**src/embs_pkg.sv**
```systemverilog
// shared constants for the external memory bus strobe block
package embs_pkg;
    localparam int          ADDR_W         = 16;
    localparam int          DATA_W         = 16;
    localparam int          WAIT_W         = 3;
    // space codes of an external access
    localparam logic [1:0]  SPACE_PROG     = 2'h0;
    localparam logic [1:0]  SPACE_DATA     = 2'h1;
    localparam logic [1:0]  SPACE_IO       = 2'h2;
    // i/o address of the wait-state configuration register
    localparam logic [15:0] WSCFG_ADDR     = 16'hFFFF;
    // field positions inside the configuration word
    localparam int          LOW_PROG_POS   = 0;
    localparam int          HIGH_PROG_POS  = 3;
    localparam int          DATA_POS       = 6;
    localparam int          IO_POS         = 9;
    // all fields at maximum wait after reset, safe for slow parts
    localparam logic [15:0] WSCFG_RESET    = 16'h0FFF;
    // address bit that splits lower and upper program space
    localparam int          PROG_SPLIT_BIT = 15;

    typedef enum logic [3:0] {
        EMBS_IDLE   = 4'b0001,
        EMBS_WAIT   = 4'b0010,
        EMBS_READY  = 4'b0100,
        EMBS_FINISH = 4'b1000
    } embs_state_type;
endpackage

```
**src/embs_wait_counter.sv**
```systemverilog
// down counter for generated wait states
`timescale 1ns/1ps
module embs_wait_counter #(
    parameter int WIDTH = 3
) (
    input  wire logic             mclk,
    input  wire logic             reset,
    input  wire logic             load,
    input  wire logic [WIDTH-1:0] load_value,
    output logic                  done
);
    logic [WIDTH-1:0] count_r;

    always_ff @(posedge mclk) begin
        if (reset) begin
            count_r <= '0;
        end else if (load) begin
            count_r <= load_value;
        end else if (count_r != '0) begin
            count_r <= count_r - WIDTH'(1);
        end
    end

    assign done = (count_r == '0) && !load;
endmodule

```
**src/embs_bus_ctrl.sv**
```systemverilog
// external bus strobe control with wait-state generator
// Contract
// - read strobe asserted for every external read, drives output enable
// - write enable asserted for every external write
// - access strobe held for the whole external access
// - direction output shows read or write of current transfer
// - ready low: wait one cycle, sample ready again
// - stall access and processing until ready sampled high
// - each wait state lasts exactly one clock cycle
// - generator inserts software-set waits per program, data, i/o space
// - configuration register lives in i/o space, steers generator
// - low program field below 8000h, high field from 8000h
// - program select asserted for external program accesses
`timescale 1ns/1ps
module embs_bus_ctrl
    import embs_pkg::*;
#(
    parameter int WAIT_BITS = embs_pkg::WAIT_W
) (
    input  wire logic                      mclk,
    input  wire logic                      reset,
    input  wire logic                      req_valid,
    input  wire logic                      req_write,
    input  wire logic [1:0]                req_space,
    input  wire logic [embs_pkg::ADDR_W-1:0] req_addr,
    input  wire logic [embs_pkg::DATA_W-1:0] req_wdata,
    output logic                           req_ready,
    output logic                           rsp_valid,
    output logic [embs_pkg::DATA_W-1:0]    rsp_rdata,
    output logic                           cpu_stall,
    output logic [embs_pkg::ADDR_W-1:0]    ext_addr,
    output logic [embs_pkg::DATA_W-1:0]    ext_data_out,
    output logic                           ext_data_oe,
    input  wire logic [embs_pkg::DATA_W-1:0] ext_data_in,
    output logic                           read_strobe_n,
    output logic                           write_enable_n,
    output logic                           access_active_strobe_n,
    output logic                           read_not_write,
    output logic                           program_space_select_n,
    output logic                           data_space_select_n,
    output logic                           io_space_select_n,
    input  wire logic                      ready,
    output logic [embs_pkg::DATA_W-1:0]    wait_state_config
);
    import embs_pkg::*;

    embs_state_type                 state_r;
    embs_state_type                 state_nxt;
    logic [15:0]                    wait_state_config_reg_r;
    logic                           write_r;
    logic [1:0]                     space_r;
    logic [ADDR_W-1:0]              addr_r;
    logic [DATA_W-1:0]              wdata_r;
    logic [DATA_W-1:0]              rdata_r;
    logic                           rsp_r;
    logic [WAIT_BITS-1:0]           wait_sel;
    logic                           wait_done;
    logic                           cfg_hit;
    logic                           start;

    // a config write is internal: no external cycle happens for it
    assign cfg_hit = req_valid && req_write && (req_space == SPACE_IO) && (req_addr == WSCFG_ADDR);
    assign start   = req_valid && (state_r == EMBS_IDLE) && !cfg_hit;

    always_comb begin
        case (req_space)
            SPACE_PROG: begin
                if (req_addr[PROG_SPLIT_BIT]) begin
                    wait_sel = wait_state_config_reg_r[HIGH_PROG_POS +: WAIT_BITS];
                end else begin
                    wait_sel = wait_state_config_reg_r[LOW_PROG_POS +: WAIT_BITS];
                end
            end
            SPACE_DATA: begin
                wait_sel = wait_state_config_reg_r[DATA_POS +: WAIT_BITS];
            end
            default: begin
                wait_sel = wait_state_config_reg_r[IO_POS +: WAIT_BITS];
            end
        endcase
    end

    embs_wait_counter #(
        .WIDTH (WAIT_BITS)
    ) u_wait (
        .mclk       (mclk),
        .reset      (reset),
        .load       (start),
        .load_value (wait_sel),
        .done       (wait_done)
    );

    always_ff @(posedge mclk) begin
        if (reset) begin
            wait_state_config_reg_r <= WSCFG_RESET;
        end else if (cfg_hit && state_r == EMBS_IDLE) begin
            wait_state_config_reg_r <= req_wdata;
        end
    end

    always_ff @(posedge mclk) begin
        if (reset) begin
            write_r <= 1'b0;
            space_r <= SPACE_PROG;
            addr_r  <= '0;
            wdata_r <= '0;
        end else if (start) begin
            write_r <= req_write;
            space_r <= req_space;
            addr_r  <= req_addr;
            wdata_r <= req_wdata;
        end
    end

    // ready sampled each cycle after generated waits
    always_comb begin
        case (state_r)
            EMBS_IDLE: begin
                state_nxt = start ? EMBS_WAIT : EMBS_IDLE;
            end
            EMBS_WAIT: begin
                state_nxt = wait_done ? EMBS_READY : EMBS_WAIT;
            end
            EMBS_READY: begin
                state_nxt = ready ? EMBS_FINISH : EMBS_READY;
            end
            EMBS_FINISH: begin
                state_nxt = EMBS_IDLE;
            end
            default: begin
                state_nxt = EMBS_IDLE;
            end
        endcase
    end

    always_ff @(posedge mclk) begin
        if (reset) begin
            state_r <= EMBS_IDLE;
        end else begin
            state_r <= state_nxt;
        end
    end

    // read data captured on the ready-high sample
    always_ff @(posedge mclk) begin
        if (reset) begin
            rdata_r <= '0;
            rsp_r   <= 1'b0;
        end else begin
            rsp_r <= (state_r == EMBS_READY) && ready;
            if ((state_r == EMBS_READY) && ready && !write_r) begin
                rdata_r <= ext_data_in;
            end
        end
    end

    logic busy;
    assign busy = (state_r == EMBS_WAIT) || (state_r == EMBS_READY);

    assign access_active_strobe_n = !busy;
    assign read_strobe_n          = !(busy && !write_r);
    assign write_enable_n         = !(busy && write_r);
    assign read_not_write         = !write_r;
    assign program_space_select_n = !(busy && space_r == SPACE_PROG);
    assign data_space_select_n    = !(busy && space_r == SPACE_DATA);
    assign io_space_select_n      = !(busy && space_r == SPACE_IO);
    assign ext_addr               = addr_r;
    assign ext_data_out           = wdata_r;
    assign ext_data_oe            = busy && write_r;
    assign cpu_stall              = busy || (state_r == EMBS_FINISH);
    assign req_ready              = (state_r == EMBS_IDLE);
    assign rsp_valid              = rsp_r;
    assign rsp_rdata              = rdata_r;
    assign wait_state_config      = wait_state_config_reg_r;

    // helper: busy delayed by one cycle, for the direction check
    logic busy_q;
    always_ff @(posedge mclk) begin
        if (reset) begin
            busy_q <= 1'b0;
        end else begin
            busy_q <= busy;
        end
    end

    strobes_exclusive_a: assert property (@(posedge mclk) disable iff (reset)
        !(!read_strobe_n && !write_enable_n)) else $error("read and write strobes together");
    read_strobe_a: assert property (@(posedge mclk) disable iff (reset)
        !read_strobe_n |-> (read_not_write && !access_active_strobe_n)) else $error("read strobe bad");
    write_enable_a: assert property (@(posedge mclk) disable iff (reset)
        !write_enable_n |-> (!read_not_write && ext_data_oe)) else $error("write enable bad");
    strobe_span_a: assert property (@(posedge mclk) disable iff (reset)
        start |=> !access_active_strobe_n) else $error("access strobe missing");
    ready_hold_a: assert property (@(posedge mclk) disable iff (reset)
        (state_r == EMBS_READY && !ready) |=> (state_r == EMBS_READY && !access_active_strobe_n))
        else $error("ready low not honoured");
    stall_until_a: assert property (@(posedge mclk) disable iff (reset)
        (state_r == EMBS_READY && ready) |=> (state_r == EMBS_FINISH && cpu_stall ##1 !cpu_stall))
        else $error("stall release wrong");
    zero_wait_a: assert property (@(posedge mclk) disable iff (reset)
        (start && wait_sel == '0) |=> (state_r == EMBS_WAIT) ##1 (state_r == EMBS_READY))
        else $error("zero wait length wrong");
    one_wait_a: assert property (@(posedge mclk) disable iff (reset)
        (start && wait_sel == WAIT_BITS'(1)) |=> (state_r == EMBS_WAIT)[*2] ##1 (state_r == EMBS_READY))
        else $error("one wait length wrong");
    config_write_a: assert property (@(posedge mclk) disable iff (reset)
        (cfg_hit && state_r == EMBS_IDLE) |=> (wait_state_config == $past(req_wdata) && access_active_strobe_n))
        else $error("config write wrong");
    prog_select_a: assert property (@(posedge mclk) disable iff (reset)
        (start && req_space == SPACE_PROG) |=> !program_space_select_n) else $error("program select missing");
    high_field_a: assert property (@(posedge mclk) disable iff (reset)
        (start && req_space == SPACE_PROG && req_addr[PROG_SPLIT_BIT]
            && wait_state_config_reg_r[HIGH_PROG_POS +: WAIT_BITS] == WAIT_BITS'(2))
        |=> (state_r == EMBS_WAIT)[*3] ##1 (state_r == EMBS_READY)) else $error("program field wrong");
    direction_a: assert property (@(posedge mclk) disable iff (reset)
        busy_q && busy |-> $stable(read_not_write)) else $error("direction changed mid access");
endmodule

```
**config.mk**
```make
export PLATFORM = sky130hd
export DESIGN_NAME = embs_bus_ctrl
export DESIGN_NICKNAME = d
export VERILOG_FILES = /design/src/embs_pkg.sv /design/src/embs_wait_counter.sv /design/src/embs_bus_ctrl.sv
export SDC_FILE = /design/constraint.sdc
export NUM_CORES = 1
export LEC_CHECK = 0
export ABC_CLOCK_PERIOD_IN_PS = 2300
export BUFFER_PORTS_ARGS = -buffer_cell sky130_fd_sc_hd__buf_2
export CAP_MARGIN = 25
export CORE_ASPECT_RATIO = 1.75
export CORE_MARGIN = 4
export CORE_UTILIZATION = 49
export CTS_CLUSTER_DIAMETER = 60
export DETAILED_ROUTE_END_ITERATION = 8
export HOLD_SLACK_MARGIN = 0.03
export PLACE_DENSITY_LB_ADDON = 0.08
export SYNTH_ARGS = -nofsm -noshare
export SYNTH_HDL_FRONTEND = slang
export SYNTH_SLANG_ARGS = --single-unit
```
**constraint.sdc**
```tcl
create_clock -name mclk -period 2.3 [get_ports mclk]
set_input_delay 0.115 -clock mclk [delete_from_list [all_inputs] [get_ports mclk]]
set_output_delay 0.115 -clock mclk [all_outputs]
set_load 0.02 [all_outputs]
```
==> results.txt, run 1 <==
----------------------------------------------------
[Worst hold path]
  Hold-critical path depth ... 3
  Hold Crit Class ... primary input to flop

[Floorplan]
  Full die area ... ~0.008 sq mm
  Core region area ... roughly 0.0063 sq mm
  Width of the die ... 69.4 microns
  Initial Utilization ... 51.2%
  Number of cell rows ... 38
  Die Y ... between 100 and 150 microns
  Top Ports ... 130

[Synthesis]
  Number of instances in the synthesized netlist ... 347
  Post-synthesis cell area ... ~0.0032 sq mm
  Count of cell types in the netlist ... 37
  Flip-flop and latch count after synthesis ... between 70 and 80
  Synth Area per Inst ... 9.32 sq um
  Library cell occupying the most area in the post-synthesis netlist ... dfxtp_1
  Area share of the largest cell type after synthesis ... 46.4%
  Synth Net Count ... 404
  Cell types occupying the most area after synthesis ... dfxtp_1 (46%), mux2i_1 (22%), nand2_1 (9.6%), nor2_1 (5.5%), buf_8 (1.4%)
  Sequential share of the synthesized area ... 46.4%
  Warning count from the yosys run ... 0

[Global route]
  Maximum number of pins on one net before global-route repair ... 35
  Number of antenna violations at the first check in global routing ... 0
  Grt ovf ... 0
  Wire length of the first global-routing pass ... 13.4 mm
  Total global-route track usage ... between 20% and 30%
  Vias in the first global route ... about 3000

[Layout]
  Number of filler instances in the final layout ... between 500 and 600
  Area occupied by multi-input gates ... between 0.0015 and 0.002 sq mm
  Sequential cell area ... 0.00150 sq mm
  Share of layout cells above drive strength 1 ... 30.7%
  Final layout net count ... 570
  Antenna Diode Count ... 0
  Growth of design area from synthesis to finish ... 37.2%

[CTS]
  Depth of the CTS H-tree ... 3
  # Post-CTS Setup Buffers ... 0
  Clock insertion delay at the later pin of the skew report ... approximately 340 ps
  TritonCTS clock tree ... yes
  Cts bufs inserted ... 9
  Root Driver ... clkbuf_8
  Longest Clk Path Bufs ... 2
  CTS clock-pin slew for the worst setup and hold paths ... around 70 ps
  CTS Hold Buffers Added ... 40
  Number of clock sinks ... 75
  Count of instances resized after the clock tree is built ... 0

[Critical path]
  Largest delay contributor family on the critical path ... flip-flops
  R2R depth ... 4
  Critical Path Source Type ... flop
  Count of buffer and inverter cells on the critical path ... 2
  Largest driver fanout on the critical path ... 5
  Start-to-end type of the worst setup path ... flop to output pin
  Cell with the biggest individual delay on the critical path ... dfxtp_1
  Peak per-stage delay on the critical path ... 430 ps
  Type of destination of the critical path ... output pin
  Critical Path, Cell by Cell ... and2b_1 -> o21ai_1 -> inv_1 -> nand3b_1 -> buf_2
  Total number of cells along the worst setup path ... 5
  Endpoint required time on the critical path ... 2180 ps
  Arrival time of the worst setup path ... 1750 ps

[STA]
  Final count of negative-setup-slack endpoints ... 0
  Upper clock frequency limit ... 537 MHz
  Fin Setup TNS ... 0 ps
  Share of the clock period used by the worst path after layout ... 81.0%
  RSZ-0062 raised after global routing ... no
  Hold violation count in the final report ... 0
  Final number of max-transition violations ... 0
  Worst-Margin Slew ... about 690 ps
  Worst-case headroom to the max-slew limit ... 54.0%
  Post-route minimum period ... ~1900 ps
  Setup WS post-layout ... 437 ps
  Worst clock skew ... 6.78 ps

[Power and ir drop]
  Static leakage power ... 2.22 nW
  Power per standard cell area ... about 630 mW/mm^2
  Worst-case vdd ir drop ... slightly below 0.0006 V

[Detailed routing]
  Via count ... roughly 2900
  Total wire length after detailed routing ... between 8 and 9 mm
  Antenna-violating nets left ... 0
  First DRT Iteration DRCs ... 108
  Routed WL per cell ... roughly 14 microns
  Average vias per placed instance ... approximately 4.9
  DR DRC count ... 0
  Count of TritonRoute iterations in the first routing pass ... 4

[Place]
  Dpl hpwl ... a little under 6 mm
  IO buf count ... 129
  Dpl ws ... 528 ps
  Placer congestion estimate ... ~0.8

[Job]
  Number of violations of the max-capacitance limit ... 0

[Status]
  Status ... finished, final reports clean

----------------------------------------------------
==> Yosys cell counts, drive strengths merged <==
cell,number
a21o,3
a21oi,1
a22oi,1
and2b,1
and3,3
buf,10
clkbuf,11
clkinv,1
dfxtp,75
ha,2
inv,7
mux2,4
mux2i,71
nand2,83
nand2b,1
nand3b,1
nand4,5
nand4b,1
nor2,47
nor2b,3
nor3,2
nor4b,1
o211a,1
o211ai,3
o21ai,4
o22ai,1
or2b,1
or3,1
xnor2,1
xor2,1
==> layout make-up <==
type / count / area share (%)
repair buffers: 176 / 24.7
clock buffers: 13 / 3.13
well taps: 80 / 2.25
inverters: 8 / 0.676
multi-input cells: 243 / 35.1
clock inverters: 3 / 0.338
flip-flops and latches: 75 / 33.8
==> stage by stage <==
stage | utilization [%] | instance area, sq um | power [mW] | instances | hold slack [ps]
2_1_floorplan | - | 3240 | 1.80 | 347 | 257
3_3_place_gp | 61.5 | 3890 | 1.94 | 542 | 344
3_5_place_dp | 61.5 | 3890 | 1.95 | 542 | 354
4_1_cts | 70.2 | 4440 | 2.84 | 598 | 30.4
5_1_grt | 70.2 | 4440 | 2.95 | 598 | 44.0
6_report | 70.2 | 4440 | 2.80 | 598 | 42.7
==> cell usage in the layout, fill, tap and decap left out <==
cell type / netlist / routed
ha_1: 2 / 2
inv_2: 0 / 1
xor2_1: 1 / 1
a22oi_1: 1 / 1
dfxtp_1: 75 / 75
a21o_2: 1 / 1
nor3_1: 1 / 1
buf_2: 3 / 129
or2b_1: 1 / 1
nor2b_1: 3 / 3
o211a_1: 1 / 1
nand2b_1: 1 / 1
nand4_1: 3 / 3
inv_1: 7 / 7
a21oi_4: 0 / 1
mux2i_1: 71 / 71
o211ai_1: 3 / 3
dlygate4sd3_1: 0 / 40
nor4b_4: 1 / 1
nand2_1: 83 / 83
xnor2_1: 1 / 1
buf_4: 0 / 7
o22ai_1: 1 / 1
mux2_2: 4 / 4
clkbuf_1: 11 / 4
nand4b_1: 1 / 1
o21ai_0: 2 / 2
and3_1: 3 / 3
or3_1: 1 / 1
nor2_1: 47 / 47
nand4_2: 2 / 2
and2b_1: 1 / 1
nor3_2: 1 / 1
clkinv_2: 0 / 3
nand3b_1: 1 / 1
a21o_1: 2 / 2
clkbuf_8: 0 / 9
o21ai_1: 2 / 2
==> flip-flops by register name (all words and copies together), names as in the netlist <==
register and cells:
write_r 1, wait_state_config 16, ext_data_out 16, rsp_valid 1, state_r 4, ext_addr 16
u_wait.count_r 3, space_r 2, rsp_rdata 16
==> routing by layer <==
layer	track usage, %	part of all wire, %	up-vias
met5	0	0	-
li1	-	-	1474
met4	8.60	2.1	0
met3	5.64	6.3	12
met2	38.6	53	90
met1	22.0	39	1329
==> path summary, 6_finish.rpt <==
check / start / endpoint / slack (ps)
setup / recovery: state_r[1] / io_space_select_n / 440
hold / removal: req_wdata[11] / ext_data_out[11] / 40
setup reg to reg: state_r[2] / rsp_rdata[0] / 530
hold reg to reg: wait_state_config[12] / wait_state_config[12] / 450
==> power by group <==
part | internal (mW) | switching [mW] | total (mW)
Clock | 0.388 | 0.442 | 0.830
Combinational | 0.265 | 0.298 | 0.563
Sequential | 1.37 | 0.0357 | 1.41
Total | 2.02 | 0.776 | 2.80
==> kinds of logic after synthesis <==
kind of cell / count (synthesis) / synth area share [%]
fa+ha+maj: 2 / 0.773
buf+inv: 29 / 5.72
compound gates: 14 / 3.06
xor+xnor: 2 / 0.541
simple gates: 150 / 20.1
flops: 75 / 46.4
mux: 75 / 23.4
==> worst register-to-register path, cell delays in order, from the launching register on <==
cell	delay, ps
dfxtp_1	420
and2b_1	230
nand4_2	570
mux2i_1	370
nor2_1	70
Power figures use the tool's default switching activity.
==> run 2: changes to the inputs <==
--- a/config.mk
+++ b/config.mk
@@ -5,12 +5,13 @@
 export SDC_FILE = /design/constraint.sdc
 export NUM_CORES = 1
 export LEC_CHECK = 0
-export ABC_CLOCK_PERIOD_IN_PS = 2300
+export ABC_AREA = 1
+export ABC_CLOCK_PERIOD_IN_PS = 1800
 export BUFFER_PORTS_ARGS = -buffer_cell sky130_fd_sc_hd__buf_2
 export CAP_MARGIN = 25
 export CORE_ASPECT_RATIO = 1.75
 export CORE_MARGIN = 4
-export CORE_UTILIZATION = 49
+export CORE_UTILIZATION = 47
 export CTS_CLUSTER_DIAMETER = 60
 export DETAILED_ROUTE_END_ITERATION = 8
 export HOLD_SLACK_MARGIN = 0.03
==> constraint.sdc (replaced) <==
create_clock -name mclk -period 1.8 [get_ports mclk]
set_input_delay 0.09 -clock mclk [delete_from_list [all_inputs] [get_ports mclk]]
set_output_delay 0.09 -clock mclk [all_outputs]
set_load 0.02 [all_outputs]
==> results.txt, run 2 <==
----------------------------------------------------
[Synthesis]
  Warning count from the yosys run ... 0 (unchanged)
  Count of cell types in the netlist ... 24 (-35%)
  Post-synth EDFFs ... 0 (unchanged)
  Ranking of synthesized cells by instance count ... nor2_1 (97), dfxtp_1 (75), o21ai_0 (56)
  Sequential share of the synthesized area ... 50.9% (+4.5 points)
  Predominant post-synthesis flop cell ... dfxtp_1
  Library cell occupying the most area in the post-synthesis netlist ... dfxtp_1
  Synth Area per Inst ... 7.45 sq um (-20%)
  Area share of the largest cell type after synthesis ... 50.9% (+4.5 points)
  Synth Net Count ... 453 (+12%)
  Cell types occupying the most area after synthesis ... dfxtp_1 (51%), nor2_1 (12%), o21ai_0 (9.5%), nand2_1 (5.9%), inv_1 (4.5%)
  Post-synthesis cell area ... 0.00295 sq mm (-8.9%)
  Flip-flop and latch count after synthesis ... 75 (unchanged)
  Dominant cell by count in the synthesized netlist ... nor2_1
  Async set-or-reset flop fraction in the synthesized netlist ... 0% (unchanged)
  Number of instances in the synthesized netlist ... 396 (+14%)

[CTS]
  CTS clock-pin slew for the worst setup and hold paths ... 70 ps (about the same)
  TritonCTS clock tree ... yes
  Depth of the CTS H-tree ... 3 (unchanged)
  Root Driver ... clkbuf_8
  Longest Clk Path Bufs ... 2 (unchanged)
  Clock insertion delay at the later pin of the skew report ... 350 ps (about the same)
  Number of clock sinks ... 75 (unchanged)
  Cts bufs inserted ... 9 (unchanged)

[Detailed routing]
  First DRT Iteration DRCs ... 142 (+31%)
  DR DRC count ... 0 (unchanged)
  Average vias per placed instance ... 4.80 (-1.2%)
  Routed WL per cell ... 12.5 microns (-7.6%)
  Antenna-violating nets left ... 0 (unchanged)
  Total wire length after detailed routing ... 8.17 mm (+0.90%)
  Via count ... 3135 (+7.9%)
  Count of TritonRoute iterations in the first routing pass ... 4 (unchanged)

[STA]
  Fin Setup TNS ... 0 ps (unchanged)
  Worst-case headroom to the max-slew limit ... 72.6% (+19 points)
  Worst-Margin Slew ... 411 ps (-278 ps)
  RSZ-0062 raised after global routing ... no
  Share of the clock period used by the worst path after layout ... ~90%
  Final count of negative-setup-slack endpoints ... 0 (unchanged)
  Worst hold margin ... 43.1 ps (+0.315 ps)
  Final number of max-transition violations ... 0 (unchanged)
  Post-route minimum period ... about 1600 ps
  Upper clock frequency limit ... 615 MHz
  Worst clock skew ... 7.05 ps (+0.266 ps)
  Hold violation count in the final report ... 0 (unchanged)

[Critical path]
  Endpoint required time on the critical path ... 1710 ps (-470 ps)
  Start-to-end type of the worst setup path ... flop to output pin
  Peak per-stage delay on the critical path ... 340 ps (-90 ps)
  R2R depth ... 6 (+2)
  Arrival time of the worst setup path ... 1540 ps (-210 ps)
  Cell with the biggest individual delay on the critical path ... dfxtp_1
  Launching point of the worst reg2reg path ... state_r[2]
  Type of destination of the critical path ... output pin
  Setup slack, reg-to-reg ... 300 ps (-230 ps)
  Critical Path Source Type ... flop
  Capturing point of the worst reg2reg path ... wait_state_config[14]
  Critical Path, Cell by Cell ... nor2_1 -> nand3_1 -> nand2_2 -> inv_1 -> nor2_1 -> inv_1 -> buf_2
  Largest driver fanout on the critical path ... 6 (+1)

[Floorplan]
  Full die area ... 0.00766 sq mm (-4.5%)
  Core region area ... 0.00597 sq mm (-5.6%)
  Width of the die ... 67.9 microns (-2.2%)
  Die Y ... 113 microns (-2.3%)
  Top Ports ... 130 (unchanged)
  Number of cell rows ... 37 (-2.6%)
  Initial Utilization ... 49.4% (-1.8 points)

[Global route]
  Vias in the first global route ... 3034 (+3.7%)
  Maximum number of pins on one net before global-route repair ... 45 (+29%)
  Wire length of the first global-routing pass ... 13.3 mm (-0.98%)
  Grt ovf ... 0 (unchanged)
  Total global-route track usage ... 22.5% (+1.7 points)
  Number of antenna violations at the first check in global routing ... 0 (unchanged)

[Layout]
  Growth of design area from synthesis to finish ... 47.7%
  Antenna Diode Count ... 0 (unchanged)
  Most common cell after layout, fill and taps aside ... buf_2
  Highest-count cells in the layout ignoring fill and taps ... buf_2 (129), nor2_1 (96), dfxtp_1 (75), o21ai_0 (56), dlygate4sd3_1 (48)
  Share of layout cells above drive strength 1 ... 27.7% (-3.0 points)
  Final layout net count ... 627 (+10%)

[Worst hold path]
  Beginning of the worst hold path ... ext_data_in[10]
  Hold-critical path endpoint ... rsp_rdata[10]
  Hold-critical path depth ... 3 (unchanged)
  Hold Crit Class ... primary input to flop

[Place]
  Placer congestion estimate ... 0.778 (-1.3%)
  Dpl hpwl ... 5.58 mm (-3.9%)
  IO buf count ... 129 (unchanged)

[Job]
  Number of violations of the max-capacitance limit ... 0 (unchanged)

[Power and ir drop]
  Power per standard cell area ... 950 mW/mm^2 (+51%)
  Static leakage power ... 2.09 nW (-5.7%)
  Worst-case vdd ir drop ... 0.000789 V (+33%)

[Status]
  Status ... finished, final reports clean

----------------------------------------------------
## run 2: cell count changes in the layout (fill, tap and decap cells not counted), sizes merged, moves of 4 or more
cell	previous run	this run
dlygate4sd3	40	48
nand3	0	26
nand2	83	47
nor2	47	97
nand4	5	1
inv	8	37
a21oi	1	18
o21ai	4	61
mux2	4	0
mux2i	71	0
## run 2: logic make-up after synthesis
family                   after synthesis  share of synthesized area (%)
AO/OA/AOI/OAI                         84                           15.1
flip-flops                            75                           50.9
AND/OR/NAND/NOR                      176                           24.5
buffers and inverters                 57                           8.06
adder cells (fa/ha/maj)                2                          0.848
XOR/XNOR                               2                          0.594
## run 2: where the power goes
| part | internal, mW | total [mW] | switching [mW] |
|---|---|---|---|
| registers | 1.80 | 1.87 | 0.0709 |
| logic | 0.383 | 0.934 | 0.551 |
| clock network | 0.757 | 1.33 | 0.575 |
## run 2: layout make-up
type                            instances  area (sq um)
Tap cell                               78          97.6
Clock inverter                          1          30.0
Timing Repair Buffer                  183          1200
Multi-Input combinational cell        264          1210
Clock buffer                           15           176
Sequential cell                        75          1500
Inverter                               37           139
Fill cell                             487          1620
## run 2: critical path: cells and delay by family, from the launching register on
family,cells,cell delay [ps]
buffers and inverters,3,280
DFF,1,340
and+or+nand+nor,4,570
## run 2: through the flow
step	util (%)	cells	power, mW	setup WS, ps	cell area (sq um)
floorplan	-	396	2.47	311	2950
global placement	61.4	589	2.74	337	3670
global route	72.9	653	4.37	6.95	4360
detailed placement	61.4	589	2.77	279	3670
CTS	72.9	653	4.18	89.3	4350
finish	72.9	653	4.14	173	4360
## run 2: what timing repair did
| action | CTS | global route |
|---|---|---|
| endpoints found under the setup margin | 0 | 2 |
| hold buffers | 48 | 0 |
| resized for setup | 0 | 1 |
| hold endpoints to repair | 65 | 0 |
| buffers inserted | 0 | 0 |
## run 2: how the worst max path moves through the flow
stage,start,cells after the start,slack (ps),to
after global routing,state_r[0],7,7,write_enable_n
after floorplan,state_r[0],6,310,write_enable_n
after CTS,state_r[0],7,90,write_enable_n
final,state_r[0],7,170,write_enable_n
after detailed placement,state_r[2],6,280,wait_state_config[14]
after global placement,state_r[3],6,340,wait_state_config[14]
## run 2: per-layer routing
| metal | wire (microns) | part of all wire (%) | global-route usage [%] | up-vias |
|---|---|---|---|---|
| li1 | - | - | - | 1613 |
| met1 | 3190 | 39 | 24.2 | 1407 |
| met2 | 4210 | 51 | 39.5 | 101 |
| met3 | 595 | 7.3 | 7.15 | 14 |
| met4 | 182 | 2.2 | 8.63 | 0 |
| met5 | 0 | 0 | 0 | - |
